<file path="config.mk">
export PLATFORM = sky130hd
export DESIGN_NAME = thermal_cluster_supervisor
export DESIGN_NICKNAME = d
export VERILOG_FILES = /design/src/rtl/thermal_pkg.sv /design/src/rtl/sar_sequencer.sv /design/src/rtl/thermal_cluster_supervisor.sv
export SDC_FILE = /design/constraint.sdc
export NUM_CORES = 1
export LEC_CHECK = 0
export BUFFER_PORTS_ARGS = -buffer_cell sky130_fd_sc_hd__buf_2
export CAP_MARGIN = 20
export CORE_ASPECT_RATIO = 0.9
export CORE_MARGIN = 2
export CORE_UTILIZATION = 60
export DETAILED_ROUTE_END_ITERATION = 10
export GPL_TIMING_DRIVEN = 0
export HOLD_SLACK_MARGIN = 0.03
export PLACE_DENSITY_LB_ADDON = 0.08
export SYNTH_ARGS = -nofsm -noshare
export SYNTH_HDL_FRONTEND = slang
export SYNTH_HIERARCHICAL = 1
export SYNTH_SLANG_ARGS = --single-unit
export TNS_END_PERCENT = 1
</file>
<file path="constraint.sdc">
create_clock -name i_clock -period 3 [get_ports i_clock]
set_input_delay 0.45 -clock i_clock [delete_from_list [all_inputs] [get_ports i_clock]]
set_output_delay 0.45 -clock i_clock [all_outputs]
set_load 0.005 [all_outputs]
</file>
<file path="src/rtl/thermal_pkg.sv">
package thermal_pkg;
  localparam int CLK_PERIOD_NS = 20;
  localparam int FILTER_TIME_NS = 100000;
  localparam int FILTER_CYCLES = (FILTER_TIME_NS + CLK_PERIOD_NS - 1) / CLK_PERIOD_NS;
  localparam int CONV_CLK_DIV = 2;
  localparam int ADC_BITS = 10;
  localparam int NUM_CHANNELS = 9;
  localparam int NUM_ZONES = 6;
  localparam int FIRST_ZONE_CH = 3;
  localparam int NUM_DIGITAL_ZONES = 4;
  localparam int REG_ZONE = 4;
  localparam int GLOB_ZONE = 5;
  localparam logic [7:0] OFS_CONTROL = 8'h00;
  localparam logic [7:0] OFS_STATUS = 8'h04;
  localparam logic [7:0] OFS_MASK = 8'h08;
  localparam logic [7:0] OFS_THRESH = 8'h0C;
  localparam logic [7:0] OFS_RESULT = 8'h10;
  localparam int CTRL_MODE_BIT = 0;
  localparam int ST_WARN_LSB = 0;
  localparam int ST_SD1_LSB = 8;
  localparam int ST_SD2_BIT = 16;
  localparam logic [31:0] ST_USED_MASK = 32'h0001_3F3F;
  localparam int TH_WARN_LSB = 0;
  localparam int TH_SD_LSB = 16;
  localparam logic [9:0] WARN_CODE_RST = 10'h19A;
  localparam logic [9:0] SD_CODE_RST = 10'h167;
  localparam logic [9:0] RESULT_RST = 10'h3FF;
  localparam logic [1:0] RESP_OKAY = 2'h0;
  localparam logic [1:0] RESP_SLVERR = 2'h2;
  typedef enum logic [1:0] {
    SAR_SAMPLE = 2'b01,
    SAR_CONVERT = 2'b10
  } sar_state_e;
endpackage
</file>
<file path="src/rtl/sar_sequencer.sv">
`timescale 1ns/1ns
module sar_sequencer
  import thermal_pkg::*;
#(
  parameter int BITS = ADC_BITS,
  parameter int CHANNELS = NUM_CHANNELS,
  parameter int DIV = CONV_CLK_DIV
) (
  input wire logic i_clock,
  input wire logic i_reset,
  input wire logic i_comp,
  output logic [3:0] o_mux_sel,
  output logic [BITS-1:0] o_dac_code,
  output logic o_sample,
  output logic o_valid,
  output logic [3:0] o_chan,
  output logic [BITS-1:0] o_data
);
  localparam int DW = $clog2(DIV + 1);
  localparam int BW = $clog2(BITS);
  localparam logic [DW-1:0] DIV_LAST = DW'(DIV - 1);
  localparam logic [3:0] CH_LAST = 4'(CHANNELS - 1);
  localparam logic [BW-1:0] BIT_TOP = BW'(BITS - 1);
  localparam logic [BITS-1:0] MSB_ONLY = {1'b1, {(BITS - 1){1'b0}}};

  sar_state_e state_reg;
  logic [DW-1:0] div_reg;
  logic [BW-1:0] bit_reg;
  logic tick;

  assign tick = div_reg == DIV_LAST;
  assign o_sample = state_reg == SAR_SAMPLE;

  // Converter clock is a divided enable of the main clock
  always_ff @(posedge i_clock) begin
    if (i_reset || tick) begin
      div_reg <= '0;
    end else begin
      div_reg <= div_reg + 1'b1;
    end
  end

  // One sample slot then one bit decision per converter tick
  always_ff @(posedge i_clock) begin
    if (i_reset) begin
      state_reg <= SAR_SAMPLE;
      bit_reg <= '0;
      o_dac_code <= MSB_ONLY;
      o_mux_sel <= '0;
      o_valid <= 1'b0;
      o_chan <= '0;
      o_data <= '0;
    end else begin
      o_valid <= 1'b0;
      if (tick) begin
        case (state_reg)
          SAR_SAMPLE: begin
            state_reg <= SAR_CONVERT;
            bit_reg <= BIT_TOP;
            o_dac_code <= MSB_ONLY;
          end
          SAR_CONVERT: begin
            if (bit_reg == '0) begin
              o_data <= {o_dac_code[BITS-1:1], i_comp};
              o_valid <= 1'b1;
              o_chan <= o_mux_sel;
              o_mux_sel <= (o_mux_sel == CH_LAST) ? 4'h0 : o_mux_sel + 4'h1; // see RQ13
              state_reg <= SAR_SAMPLE;
            end else begin
              o_dac_code[bit_reg] <= i_comp; // see RQ12
              o_dac_code[bit_reg - 1'b1] <= 1'b1;
              bit_reg <= bit_reg - 1'b1;
            end
          end
          default: begin
            state_reg <= SAR_SAMPLE;
          end
        endcase
      end
    end
  end
endmodule

</file>
<file path="src/rtl/thermal_cluster_supervisor.sv">
`timescale 1ns/1ns
// Function
// RQ1: Sustained warning excursion sets sticky warning flag
// RQ2: Sustained shutdown excursion sets flag, stages off
// RQ3: Shutdown puts gate drivers in resistive low
// RQ4: Outputs stay off until host clears flags
// RQ5: Shutdown filter starts only after warning flag
// RQ6: Six zones, each with sensor and flags
// RQ7: Cluster mode switches off only hot zone
// RQ8: Standard mode switches all; regulator needs level two
// RQ9: Regulator or global zone switches all off
// RQ10: Temperature reported as raw inverse code
// RQ11: Zones 1-4 digital, 5-6 analog shutdown
// RQ12: Single 10-bit SAR converter on converter clock
// RQ13: Nine channels converted in fixed rotation
// RQ14: Clear only status bits written as one
// RQ15: Filter restarts when excursion ends early
module thermal_cluster_supervisor
  import thermal_pkg::*;
#(
  parameter int FILTER_CYC = FILTER_CYCLES
) (
  input wire logic i_clock,
  input wire logic i_reset,
  input wire logic [7:0] i_awaddr,
  input wire logic i_awvalid,
  output logic o_awready,
  input wire logic [31:0] i_wdata,
  input wire logic [3:0] i_wstrb,
  input wire logic i_wvalid,
  output logic o_wready,
  output logic [1:0] o_bresp,
  output logic o_bvalid,
  input wire logic i_bready,
  input wire logic [7:0] i_araddr,
  input wire logic i_arvalid,
  output logic o_arready,
  output logic [31:0] o_rdata,
  output logic [1:0] o_rresp,
  output logic o_rvalid,
  input wire logic i_rready,
  input wire logic i_adc_comp,
  output logic [3:0] o_adc_mux,
  output logic [ADC_BITS-1:0] o_adc_dac,
  output logic o_adc_sample,
  input wire logic i_regulator_heat_zone_sd1,
  input wire logic i_global_heat_zone_sd1,
  input wire logic i_regulator_heat_zone_sd2,
  output logic [NUM_ZONES-1:0] o_cluster_off,
  output logic o_gate_resistive_low,
  output logic o_main_regulator_off,
  output logic o_irq
);
  localparam int CW = $clog2(FILTER_CYC + 1);
  localparam logic [CW-1:0] FMAX = CW'(FILTER_CYC - 1);

  function automatic logic [31:0] merge(input logic [31:0] old, input logic [31:0] nw,
                                        input logic [3:0] s);
    logic [31:0] m;
    m = {{8{s[3]}}, {8{s[2]}}, {8{s[1]}}, {8{s[0]}}};
    merge = (old & ~m) | (nw & m);
  endfunction

  logic aw_held_reg, w_held_reg, wr_go;
  logic [7:0] waddr_reg;
  logic [31:0] wdata_reg;
  logic [3:0] wstrb_reg;
  logic cluster_mode_select_reg;
  logic [31:0] mask_reg;
  logic [ADC_BITS-1:0] warn_thr_reg, sd_thr_reg;
  logic [ADC_BITS-1:0] res_reg [NUM_CHANNELS];
  logic [NUM_ZONES-1:0] temp_warn_flag_reg, shutdown_level_one_reg;
  logic shutdown_level_two_reg;
  logic [NUM_ZONES-1:0] warn_evt, sd1_evt, hot_warn, hot_sd, off_latch_reg;
  logic sd2_evt;
  logic [CW-1:0] sd2_cnt_reg;
  logic [31:0] status_word, thresh_word, status_clr, rd_data, thresh_merged;
  logic rd_ok;
  logic adc_valid;
  logic [3:0] adc_chan;
  logic [ADC_BITS-1:0] adc_data;
  logic [5:0] res_idx;
  logic global_down;

  sar_sequencer u_sar (
    .i_clock(i_clock),
    .i_reset(i_reset),
    .i_comp(i_adc_comp),
    .o_mux_sel(o_adc_mux),
    .o_dac_code(o_adc_dac),
    .o_sample(o_adc_sample),
    .o_valid(adc_valid),
    .o_chan(adc_chan),
    .o_data(adc_data)
  );

  // Latest result per channel; codes are stored as converted
  always_ff @(posedge i_clock) begin
    if (i_reset) begin
      for (int k = 0; k < NUM_CHANNELS; k++) begin
        res_reg[k] <= RESULT_RST;
      end
    end else if (adc_valid) begin
      res_reg[adc_chan] <= adc_data; // see RQ10
    end
  end

  // Higher temperature gives a lower code, so hot means below threshold
  for (genvar i = 0; i < NUM_ZONES; i++) begin : g_zone
    logic [CW-1:0] wcnt_reg, scnt_reg;
    logic sd_cond;
    assign hot_warn[i] = res_reg[FIRST_ZONE_CH + i] < warn_thr_reg; // see RQ6
    if (i < NUM_DIGITAL_ZONES) begin : g_dig
      assign sd_cond = res_reg[FIRST_ZONE_CH + i] < sd_thr_reg; // see RQ11
    end else if (i == REG_ZONE) begin : g_reg
      assign sd_cond = i_regulator_heat_zone_sd1; // see RQ11
    end else begin : g_glob
      assign sd_cond = i_global_heat_zone_sd1;
    end
    assign hot_sd[i] = sd_cond && temp_warn_flag_reg[i]; // see RQ5
    always_ff @(posedge i_clock) begin
      if (i_reset || !hot_warn[i] || temp_warn_flag_reg[i]) begin
        wcnt_reg <= '0; // see RQ15
      end else if (wcnt_reg != FMAX) begin
        wcnt_reg <= wcnt_reg + 1'b1;
      end
    end
    always_ff @(posedge i_clock) begin
      if (i_reset || !hot_sd[i] || shutdown_level_one_reg[i]) begin
        scnt_reg <= '0; // see RQ15
      end else if (scnt_reg != FMAX) begin
        scnt_reg <= scnt_reg + 1'b1;
      end
    end
    assign warn_evt[i] = hot_warn[i] && !temp_warn_flag_reg[i] && wcnt_reg == FMAX; // see RQ1
    assign sd1_evt[i] = hot_sd[i] && !shutdown_level_one_reg[i] && scnt_reg == FMAX; // see RQ2
  end

  always_ff @(posedge i_clock) begin
    if (i_reset || !i_regulator_heat_zone_sd2 || shutdown_level_two_reg) begin
      sd2_cnt_reg <= '0;
    end else if (sd2_cnt_reg != FMAX) begin
      sd2_cnt_reg <= sd2_cnt_reg + 1'b1;
    end
  end
  assign sd2_evt = i_regulator_heat_zone_sd2 && !shutdown_level_two_reg && sd2_cnt_reg == FMAX;

  assign status_clr = (wr_go && waddr_reg[7:2] == OFS_STATUS[7:2]) ?
                      merge(32'h0, wdata_reg, wstrb_reg) : 32'h0;

  // A new event in the clearing cycle wins over the clear
  always_ff @(posedge i_clock) begin
    if (i_reset) begin
      temp_warn_flag_reg <= '0;
      shutdown_level_one_reg <= '0;
      shutdown_level_two_reg <= 1'b0;
    end else begin
      temp_warn_flag_reg <= (temp_warn_flag_reg & ~status_clr[ST_WARN_LSB +: NUM_ZONES])
                            | warn_evt; // see RQ14
      shutdown_level_one_reg <= (shutdown_level_one_reg & ~status_clr[ST_SD1_LSB +: NUM_ZONES])
                                | sd1_evt; // see RQ14
      shutdown_level_two_reg <= (shutdown_level_two_reg & ~status_clr[ST_SD2_BIT]) | sd2_evt;
    end
  end

  // Latch holds a zone down until both of its flags are gone
  always_ff @(posedge i_clock) begin
    if (i_reset) begin
      off_latch_reg <= '0;
    end else begin
      off_latch_reg <= shutdown_level_one_reg | (off_latch_reg & temp_warn_flag_reg); // see RQ4
    end
  end

  assign global_down = off_latch_reg[REG_ZONE] || off_latch_reg[GLOB_ZONE] // see RQ9
                       || (!cluster_mode_select_reg && |off_latch_reg); // see RQ8

  always_ff @(posedge i_clock) begin
    if (i_reset) begin
      o_cluster_off <= '0;
      o_gate_resistive_low <= 1'b0;
      o_main_regulator_off <= 1'b0;
    end else begin
      o_cluster_off <= {NUM_ZONES{global_down}} | off_latch_reg; // see RQ7
      o_gate_resistive_low <= |off_latch_reg; // see RQ3
      o_main_regulator_off <= shutdown_level_two_reg; // see RQ8
    end
  end

  always_comb begin
    status_word = 32'h0;
    status_word[ST_WARN_LSB +: NUM_ZONES] = temp_warn_flag_reg;
    status_word[ST_SD1_LSB +: NUM_ZONES] = shutdown_level_one_reg;
    status_word[ST_SD2_BIT] = shutdown_level_two_reg;
    thresh_word = 32'h0;
    thresh_word[TH_WARN_LSB +: ADC_BITS] = warn_thr_reg;
    thresh_word[TH_SD_LSB +: ADC_BITS] = sd_thr_reg;
  end

  assign o_irq = |(status_word & mask_reg);

  // Write channel: address and data accepted in either order
  assign o_awready = !aw_held_reg && !o_bvalid;
  assign o_wready = !w_held_reg && !o_bvalid;
  assign wr_go = aw_held_reg && w_held_reg;
  assign thresh_merged = merge(thresh_word, wdata_reg, wstrb_reg);

  always_ff @(posedge i_clock) begin
    if (i_reset) begin
      aw_held_reg <= 1'b0;
      w_held_reg <= 1'b0;
      waddr_reg <= '0;
      wdata_reg <= '0;
      wstrb_reg <= '0;
      o_bvalid <= 1'b0;
      o_bresp <= RESP_OKAY;
    end else begin
      if (i_awvalid && o_awready) begin
        aw_held_reg <= 1'b1;
        waddr_reg <= i_awaddr;
      end
      if (i_wvalid && o_wready) begin
        w_held_reg <= 1'b1;
        wdata_reg <= i_wdata;
        wstrb_reg <= i_wstrb;
      end
      if (wr_go) begin
        aw_held_reg <= 1'b0;
        w_held_reg <= 1'b0;
        o_bvalid <= 1'b1;
        o_bresp <= (waddr_reg[7:2] <= OFS_THRESH[7:2]) ? RESP_OKAY : RESP_SLVERR;
      end else if (i_bready) begin
        o_bvalid <= 1'b0;
      end
    end
  end

  always_ff @(posedge i_clock) begin
    if (i_reset) begin
      cluster_mode_select_reg <= 1'b0;
      mask_reg <= 32'h0;
      warn_thr_reg <= WARN_CODE_RST;
      sd_thr_reg <= SD_CODE_RST;
    end else if (wr_go) begin
      case (waddr_reg[7:2])
        OFS_CONTROL[7:2]: begin
          cluster_mode_select_reg <= wstrb_reg[CTRL_MODE_BIT / 8] ? wdata_reg[CTRL_MODE_BIT]
                                                                 : cluster_mode_select_reg;
        end
        OFS_MASK[7:2]: begin
          mask_reg <= merge(mask_reg, wdata_reg, wstrb_reg) & ST_USED_MASK;
        end
        OFS_THRESH[7:2]: begin
          warn_thr_reg <= thresh_merged[TH_WARN_LSB +: ADC_BITS];
          sd_thr_reg <= thresh_merged[TH_SD_LSB +: ADC_BITS];
        end
        default: begin
        end
      endcase
    end
  end

  // Read channel: one word per register, results follow the control words
  assign o_arready = !o_rvalid;
  assign res_idx = i_araddr[7:2] - OFS_RESULT[7:2];

  always_comb begin
    rd_data = 32'h0;
    rd_ok = 1'b1;
    case (i_araddr[7:2])
      OFS_CONTROL[7:2]: rd_data[CTRL_MODE_BIT] = cluster_mode_select_reg;
      OFS_STATUS[7:2]: rd_data = status_word;
      OFS_MASK[7:2]: rd_data = mask_reg;
      OFS_THRESH[7:2]: rd_data = thresh_word;
      default: begin
        if (i_araddr[7:2] >= OFS_RESULT[7:2] && res_idx < 6'(NUM_CHANNELS)) begin
          rd_data[ADC_BITS-1:0] = res_reg[res_idx[3:0]];
        end else begin
          rd_ok = 1'b0;
        end
      end
    endcase
  end

  always_ff @(posedge i_clock) begin
    if (i_reset) begin
      o_rvalid <= 1'b0;
      o_rdata <= 32'h0;
      o_rresp <= RESP_OKAY;
    end else if (i_arvalid && o_arready) begin
      o_rvalid <= 1'b1;
      o_rdata <= rd_data;
      o_rresp <= rd_ok ? RESP_OKAY : RESP_SLVERR;
    end else if (i_rready) begin
      o_rvalid <= 1'b0;
    end
  end

  property p_warn_filter;
    @(posedge i_clock) disable iff (i_reset)
    warn_evt[0] |=> temp_warn_flag_reg[0];
  endproperty
  a_warn_filter: assert property (p_warn_filter) else $error("warning flag not set"); // see RQ1

  property p_warn_sustained;
    @(posedge i_clock) disable iff (i_reset)
    $rose(temp_warn_flag_reg[0]) |-> $past(hot_warn[0], 2);
  endproperty
  a_warn_sustained: assert property (p_warn_sustained) else $error("flag without heat"); // see RQ15

  property p_sd1_off;
    @(posedge i_clock) disable iff (i_reset)
    shutdown_level_one_reg[0] |-> ##2 o_cluster_off[0];
  endproperty
  a_sd1_off: assert property (p_sd1_off) else $error("zone not switched off"); // see RQ2

  property p_resistive;
    @(posedge i_clock) disable iff (i_reset)
    |shutdown_level_one_reg |-> ##2 o_gate_resistive_low;
  endproperty
  a_resistive: assert property (p_resistive) else $error("gates not resistive low"); // see RQ3

  property p_reenable;
    @(posedge i_clock) disable iff (i_reset)
    $fell(o_cluster_off[0]) |-> $past(!temp_warn_flag_reg[0] && !shutdown_level_one_reg[0], 2);
  endproperty
  a_reenable: assert property (p_reenable) else $error("zone back on too early"); // see RQ4

  property p_sd_after_warn;
    @(posedge i_clock) disable iff (i_reset)
    $rose(shutdown_level_one_reg[0]) |-> $past(temp_warn_flag_reg[0]);
  endproperty
  a_sd_after_warn: assert property (p_sd_after_warn) else $error("shutdown before warning"); // see RQ5

  property p_cluster_mode;
    @(posedge i_clock) disable iff (i_reset)
    cluster_mode_select_reg && !global_down |=> o_cluster_off == $past(off_latch_reg);
  endproperty
  a_cluster_mode: assert property (p_cluster_mode) else $error("other zone off"); // see RQ7

  property p_std_mode;
    @(posedge i_clock) disable iff (i_reset)
    !cluster_mode_select_reg && |off_latch_reg |=> &o_cluster_off;
  endproperty
  a_std_mode: assert property (p_std_mode) else $error("standard mode partial off"); // see RQ8

  property p_global;
    @(posedge i_clock) disable iff (i_reset)
    off_latch_reg[GLOB_ZONE] || off_latch_reg[REG_ZONE] |=> &o_cluster_off;
  endproperty
  a_global: assert property (p_global) else $error("global zone not all off"); // see RQ9

  property p_selective_clear;
    @(posedge i_clock) disable iff (i_reset)
    wr_go && waddr_reg == OFS_STATUS && wstrb_reg[1] && !wdata_reg[ST_SD1_LSB]
    && shutdown_level_one_reg[0] |=> shutdown_level_one_reg[0];
  endproperty
  a_selective_clear: assert property (p_selective_clear) else $error("bit cleared by zero"); // see RQ14

  property p_rotation;
    @(posedge i_clock) disable iff (i_reset)
    adc_valid && adc_chan == 4'h8 |-> ##[1:30] (adc_valid && adc_chan == 4'h0);
  endproperty
  a_rotation: assert property (p_rotation) else $error("channel rotation broken"); // see RQ13

  c_warn: cover property (@(posedge i_clock) disable iff (i_reset) $rose(temp_warn_flag_reg[2]));
  c_cluster_sd: cover property (@(posedge i_clock) disable iff (i_reset)
                                cluster_mode_select_reg && $rose(o_cluster_off[2]));
  c_level_two: cover property (@(posedge i_clock) disable iff (i_reset) $rose(o_main_regulator_off));
endmodule

</file>
==> impl_metrics.yaml <==
outcome:
  outcome: "finished clean"
setup_path:
  cp-start-kind: "flop"
  worstSetupEndpointType: "flop"
  crit_path_frequent_cell: "a21o_1"
  worstPathRequired_ps: 3510
  crit_chain: "inv_1 -> ha_1 -> a21o_1 -> a21o_1 -> a2111oi_0 -> o31ai_1 -> clkbuf_1 -> nor2_1"
  crit_fanout: 10
  reg2reg_slack_ps: 50
  path_delay_family: "compound AO/OA/AOI/OAI gates"
  r2r_cells: 8
  arrival_ps: 3460
  critPathSlowestCell: "a2111oi_0"
  path_buf_inv: 2
  slowest_delay_ps: 690
  worst_r2r_endpoint: "g_zone[1].wcnt_reg[10]"
  crit_type: "flop to flop"
route:
  drt_first_pass_iters: 6
  ant_nets: 0
  vias: 17992
  finalWirelength_mm: 60.36
  drc: 0
  first_iter_violations: 1559
  vias_per_cell: 6.019
  wire_per_inst_um: 20.19
hold_path:
  hold_depth: 3
  holdCritStartpoint: "i_awaddr[5]"
  hp-class: "input pin to flop"
  whs_endpoint: "waddr_reg[5]"
global_routing:
  grt_pass1_wl_mm: 94.10
  grt_pass1_vias: 17221
  overflow: 0
  track_usage: 0.3021
  antenna_found_initial: 1
  grt_max_degree: 18
timing:
  hold_viol_final: 0
  setup_violations: 0
  fin_crit_sh: 0.9824
  max_freq_mhz: 339.3
  period_needed_ps: 2947
  maxSlewViolCount: 0
  rsz0062_at_grt: "no"
  slew_headroom: 0.2420
  holdWs_ps: 102.1
  final.setup_skew_ps: 15.77
  tightestPinTransition_ps: 1133
cts:
  cts_tree: "yes"
  cts.sinks: 491
  h-tree-depth: 2
  hold_buffers: 0
  postCtsSetupBuffers: 0
  cts_buffers: 51
  post_cts_resized: 0
  cts_buffer_depth: 3
  clk_pin_slew_ps: 60
  clk_latency_ps: 590
  root_buffer: "clkbuf_16"
synthesis:
  yosysSeqAreaShare: 0.4963
  synth_fa_ha_area_frac: 0.06248
  synthArstFlopShare: 0
  synth_compound_area_frac: 0.1009
  syn_area_per_cell_um2: 10.07
  synth_edf_count: 160
  yosysWarnings: 6
  synth-main-ff-cell: "dfxtp_1"
  synthSimpleGateAreaFrac: 0.2075
  synth_top_family_by_area: "simple AND/OR/NAND/NOR gates"
  synth_cell_types: 76
  synth.cell_area_um2: 23030
  syn_inst: 2287
  synth_xor_area_frac: 0.05286
  synthMuxAreaShare: 0.05128
  ys_seq_elements: 491
layout:
  fill_cells: 2957
  final_layout_size_suffix_gt1_frac: 0.1457
  finish.utilization: 0.6783
  nets: 2637
  syn2layout_area_growth_pct: 12.27
  largest_reg_flops: 160
floorplan:
  io_pins: 128
  die_w_um: 210.5
  initial_core_util: 0.6042
  die_h_um: 189.9
  core_um2: 38120
  rows: 68
  die_area_um2: 39970
power:
  p_leak_uw: 0.008835
  peakVddDrop_mv: 0.4473
  power_per_cell_area_nw_per_um2: 531.8
placement:
  dp_hpwl_mm: 43.52
  portBuffers: 103
  gp_congestion: 0.9479
job:
  maxCapViolCount: 0
-- cell usage after synthesis (all sizes together) (8+ instances only) --
cell	instances	area share
a2111oi	8	0.0030
nand2b	38	0.010
or2	73	0.020
nand2	237	0.039
edfxtp	160	0.21
clkbuf	67	0.011
nand3	93	0.020
nor2	296	0.049
mux2i	28	0.012
or4b	13	0.0057
nor2b	21	0.0057
a21o	17	0.0055
and4	8	0.0030
inv	47	0.0077
nor3	37	0.0087
mux4	38	0.037
a221oi	9	0.0034
a211oi	24	0.0078
nor4	12	0.0072
a311o	10	0.0043
a22oi	27	0.0094
xor2	82	0.031
buf	36	0.0099
and3	23	0.0062
a21oi	137	0.030
ha	115	0.062
nor3b	8	0.0026
o21ai	61	0.013
xnor2	57	0.022
and2	11	0.0030
nand3b	11	0.0041
o21a	20	0.0065
nand4	57	0.015
dfxtp	331	0.29
-- layout make-up --
| cell class | instances | area (um2) | area share |
|---|---|---|---|
| Sequential cell | 491 | 11430 | 0.4421 |
| Multi-Input combinational cell | 1655 | 10980 | 0.4247 |
| Clock buffer | 81 | 1521 | 0.05884 |
| Tap cell | 490 | 613.1 | 0.02371 |
| Timing Repair Buffer | 110 | 575.6 | 0.02226 |
| Buffer | 103 | 480.5 | 0.01858 |
| Inverter | 47 | 176.4 | 0.006823 |
| Clock inverter | 11 | 73.82 | 0.002855 |
| Antenna cell | 1 | 2.502 | 0.00009678 |
-- power by group --
group / internal, uW / total (uW) / switching (uW) / leakage [uW]
Combinational: 254 / 716 / 462 / 0.00413
Sequential: 6900 / 6960 / 67.8 / 0.00393
Clock: 3470 / 6070 / 2600 / 0.000773
Total: 10600 / 13800 / 3130 / 0.00883
-- metal layers --
layer,vias to the layer above,global-route usage,part of all wire
met4,0,0.1151,0.033
li1,8509,-,-
met2,752,0.4836,0.46
met1,8596,0.4077,0.42
met5,-,0,0
met3,135,0.06009,0.088
-- layout by cell type (no fill, tap or decap), types with 28 or more instances in the layout --
cell / instances
or2_2: 72
mux4_2: 38
nand3_1: 93
buf_2: 122
ha_1: 115
nand2_1: 236
clkbuf_1: 86
mux2i_1: 28
a21oi_1: 137
nand4_1: 57
nor2_1: 295
nand2b_1: 38
o21ai_0: 53
edfxtp_1: 160
inv_1: 46
xnor2_1: 57
clkbuf_16: 53
xor2_1: 82
nor3_1: 33
dfxtp_1: 331
-- through the flow --
step	power, uW	instance area (um2)	std cells	TNS (ps)	setup slack [ps]
final	13750	25860	2989	0	52.92
after detailed placement	7805	24230	2893	-2382	-196.7
after CTS	13790	25830	2985	0	163.9
after global routing	14150	25850	2988	0	8.931
after floorplan	7560	23060	2296	0	695.6
after global placement	7796	24190	2889	-2854	-190.4
-- worst reg2reg max path: stages (launching register included) --
cell       delay [ps]
dfxtp_1           320
inv_1             340
ha_1              340
a21o_1            180
a21o_1            170
a2111oi_0         690
o31ai_1           380
clkbuf_1          310
nor2_1            150
-- cells by family after synthesis --
logic type / Yosys count
other cells: 1
simple gates: 960
buf+inv: 150
mux: 70
fa+ha+maj: 115
compound gates: 361
flops: 491
xor+xnor: 139
-- how the worst max path moves through the flow --
stage,from,end,slack [ps],cells past startpoint
after floorplan,i_araddr[4],o_rdata[6],700,8
final,flop,g_zone[1].wcnt_reg[10],50,8
after global routing,flop,g_zone[1].wcnt_reg[10],9,8
after CTS,flop,g_zone[1].wcnt_reg[10],160,8
after global placement,i_araddr[4],o_rdata[7],-190,10
after detailed placement,i_araddr[4],o_rdata[7],-200,10
Power figures use the tool's default switching activity.
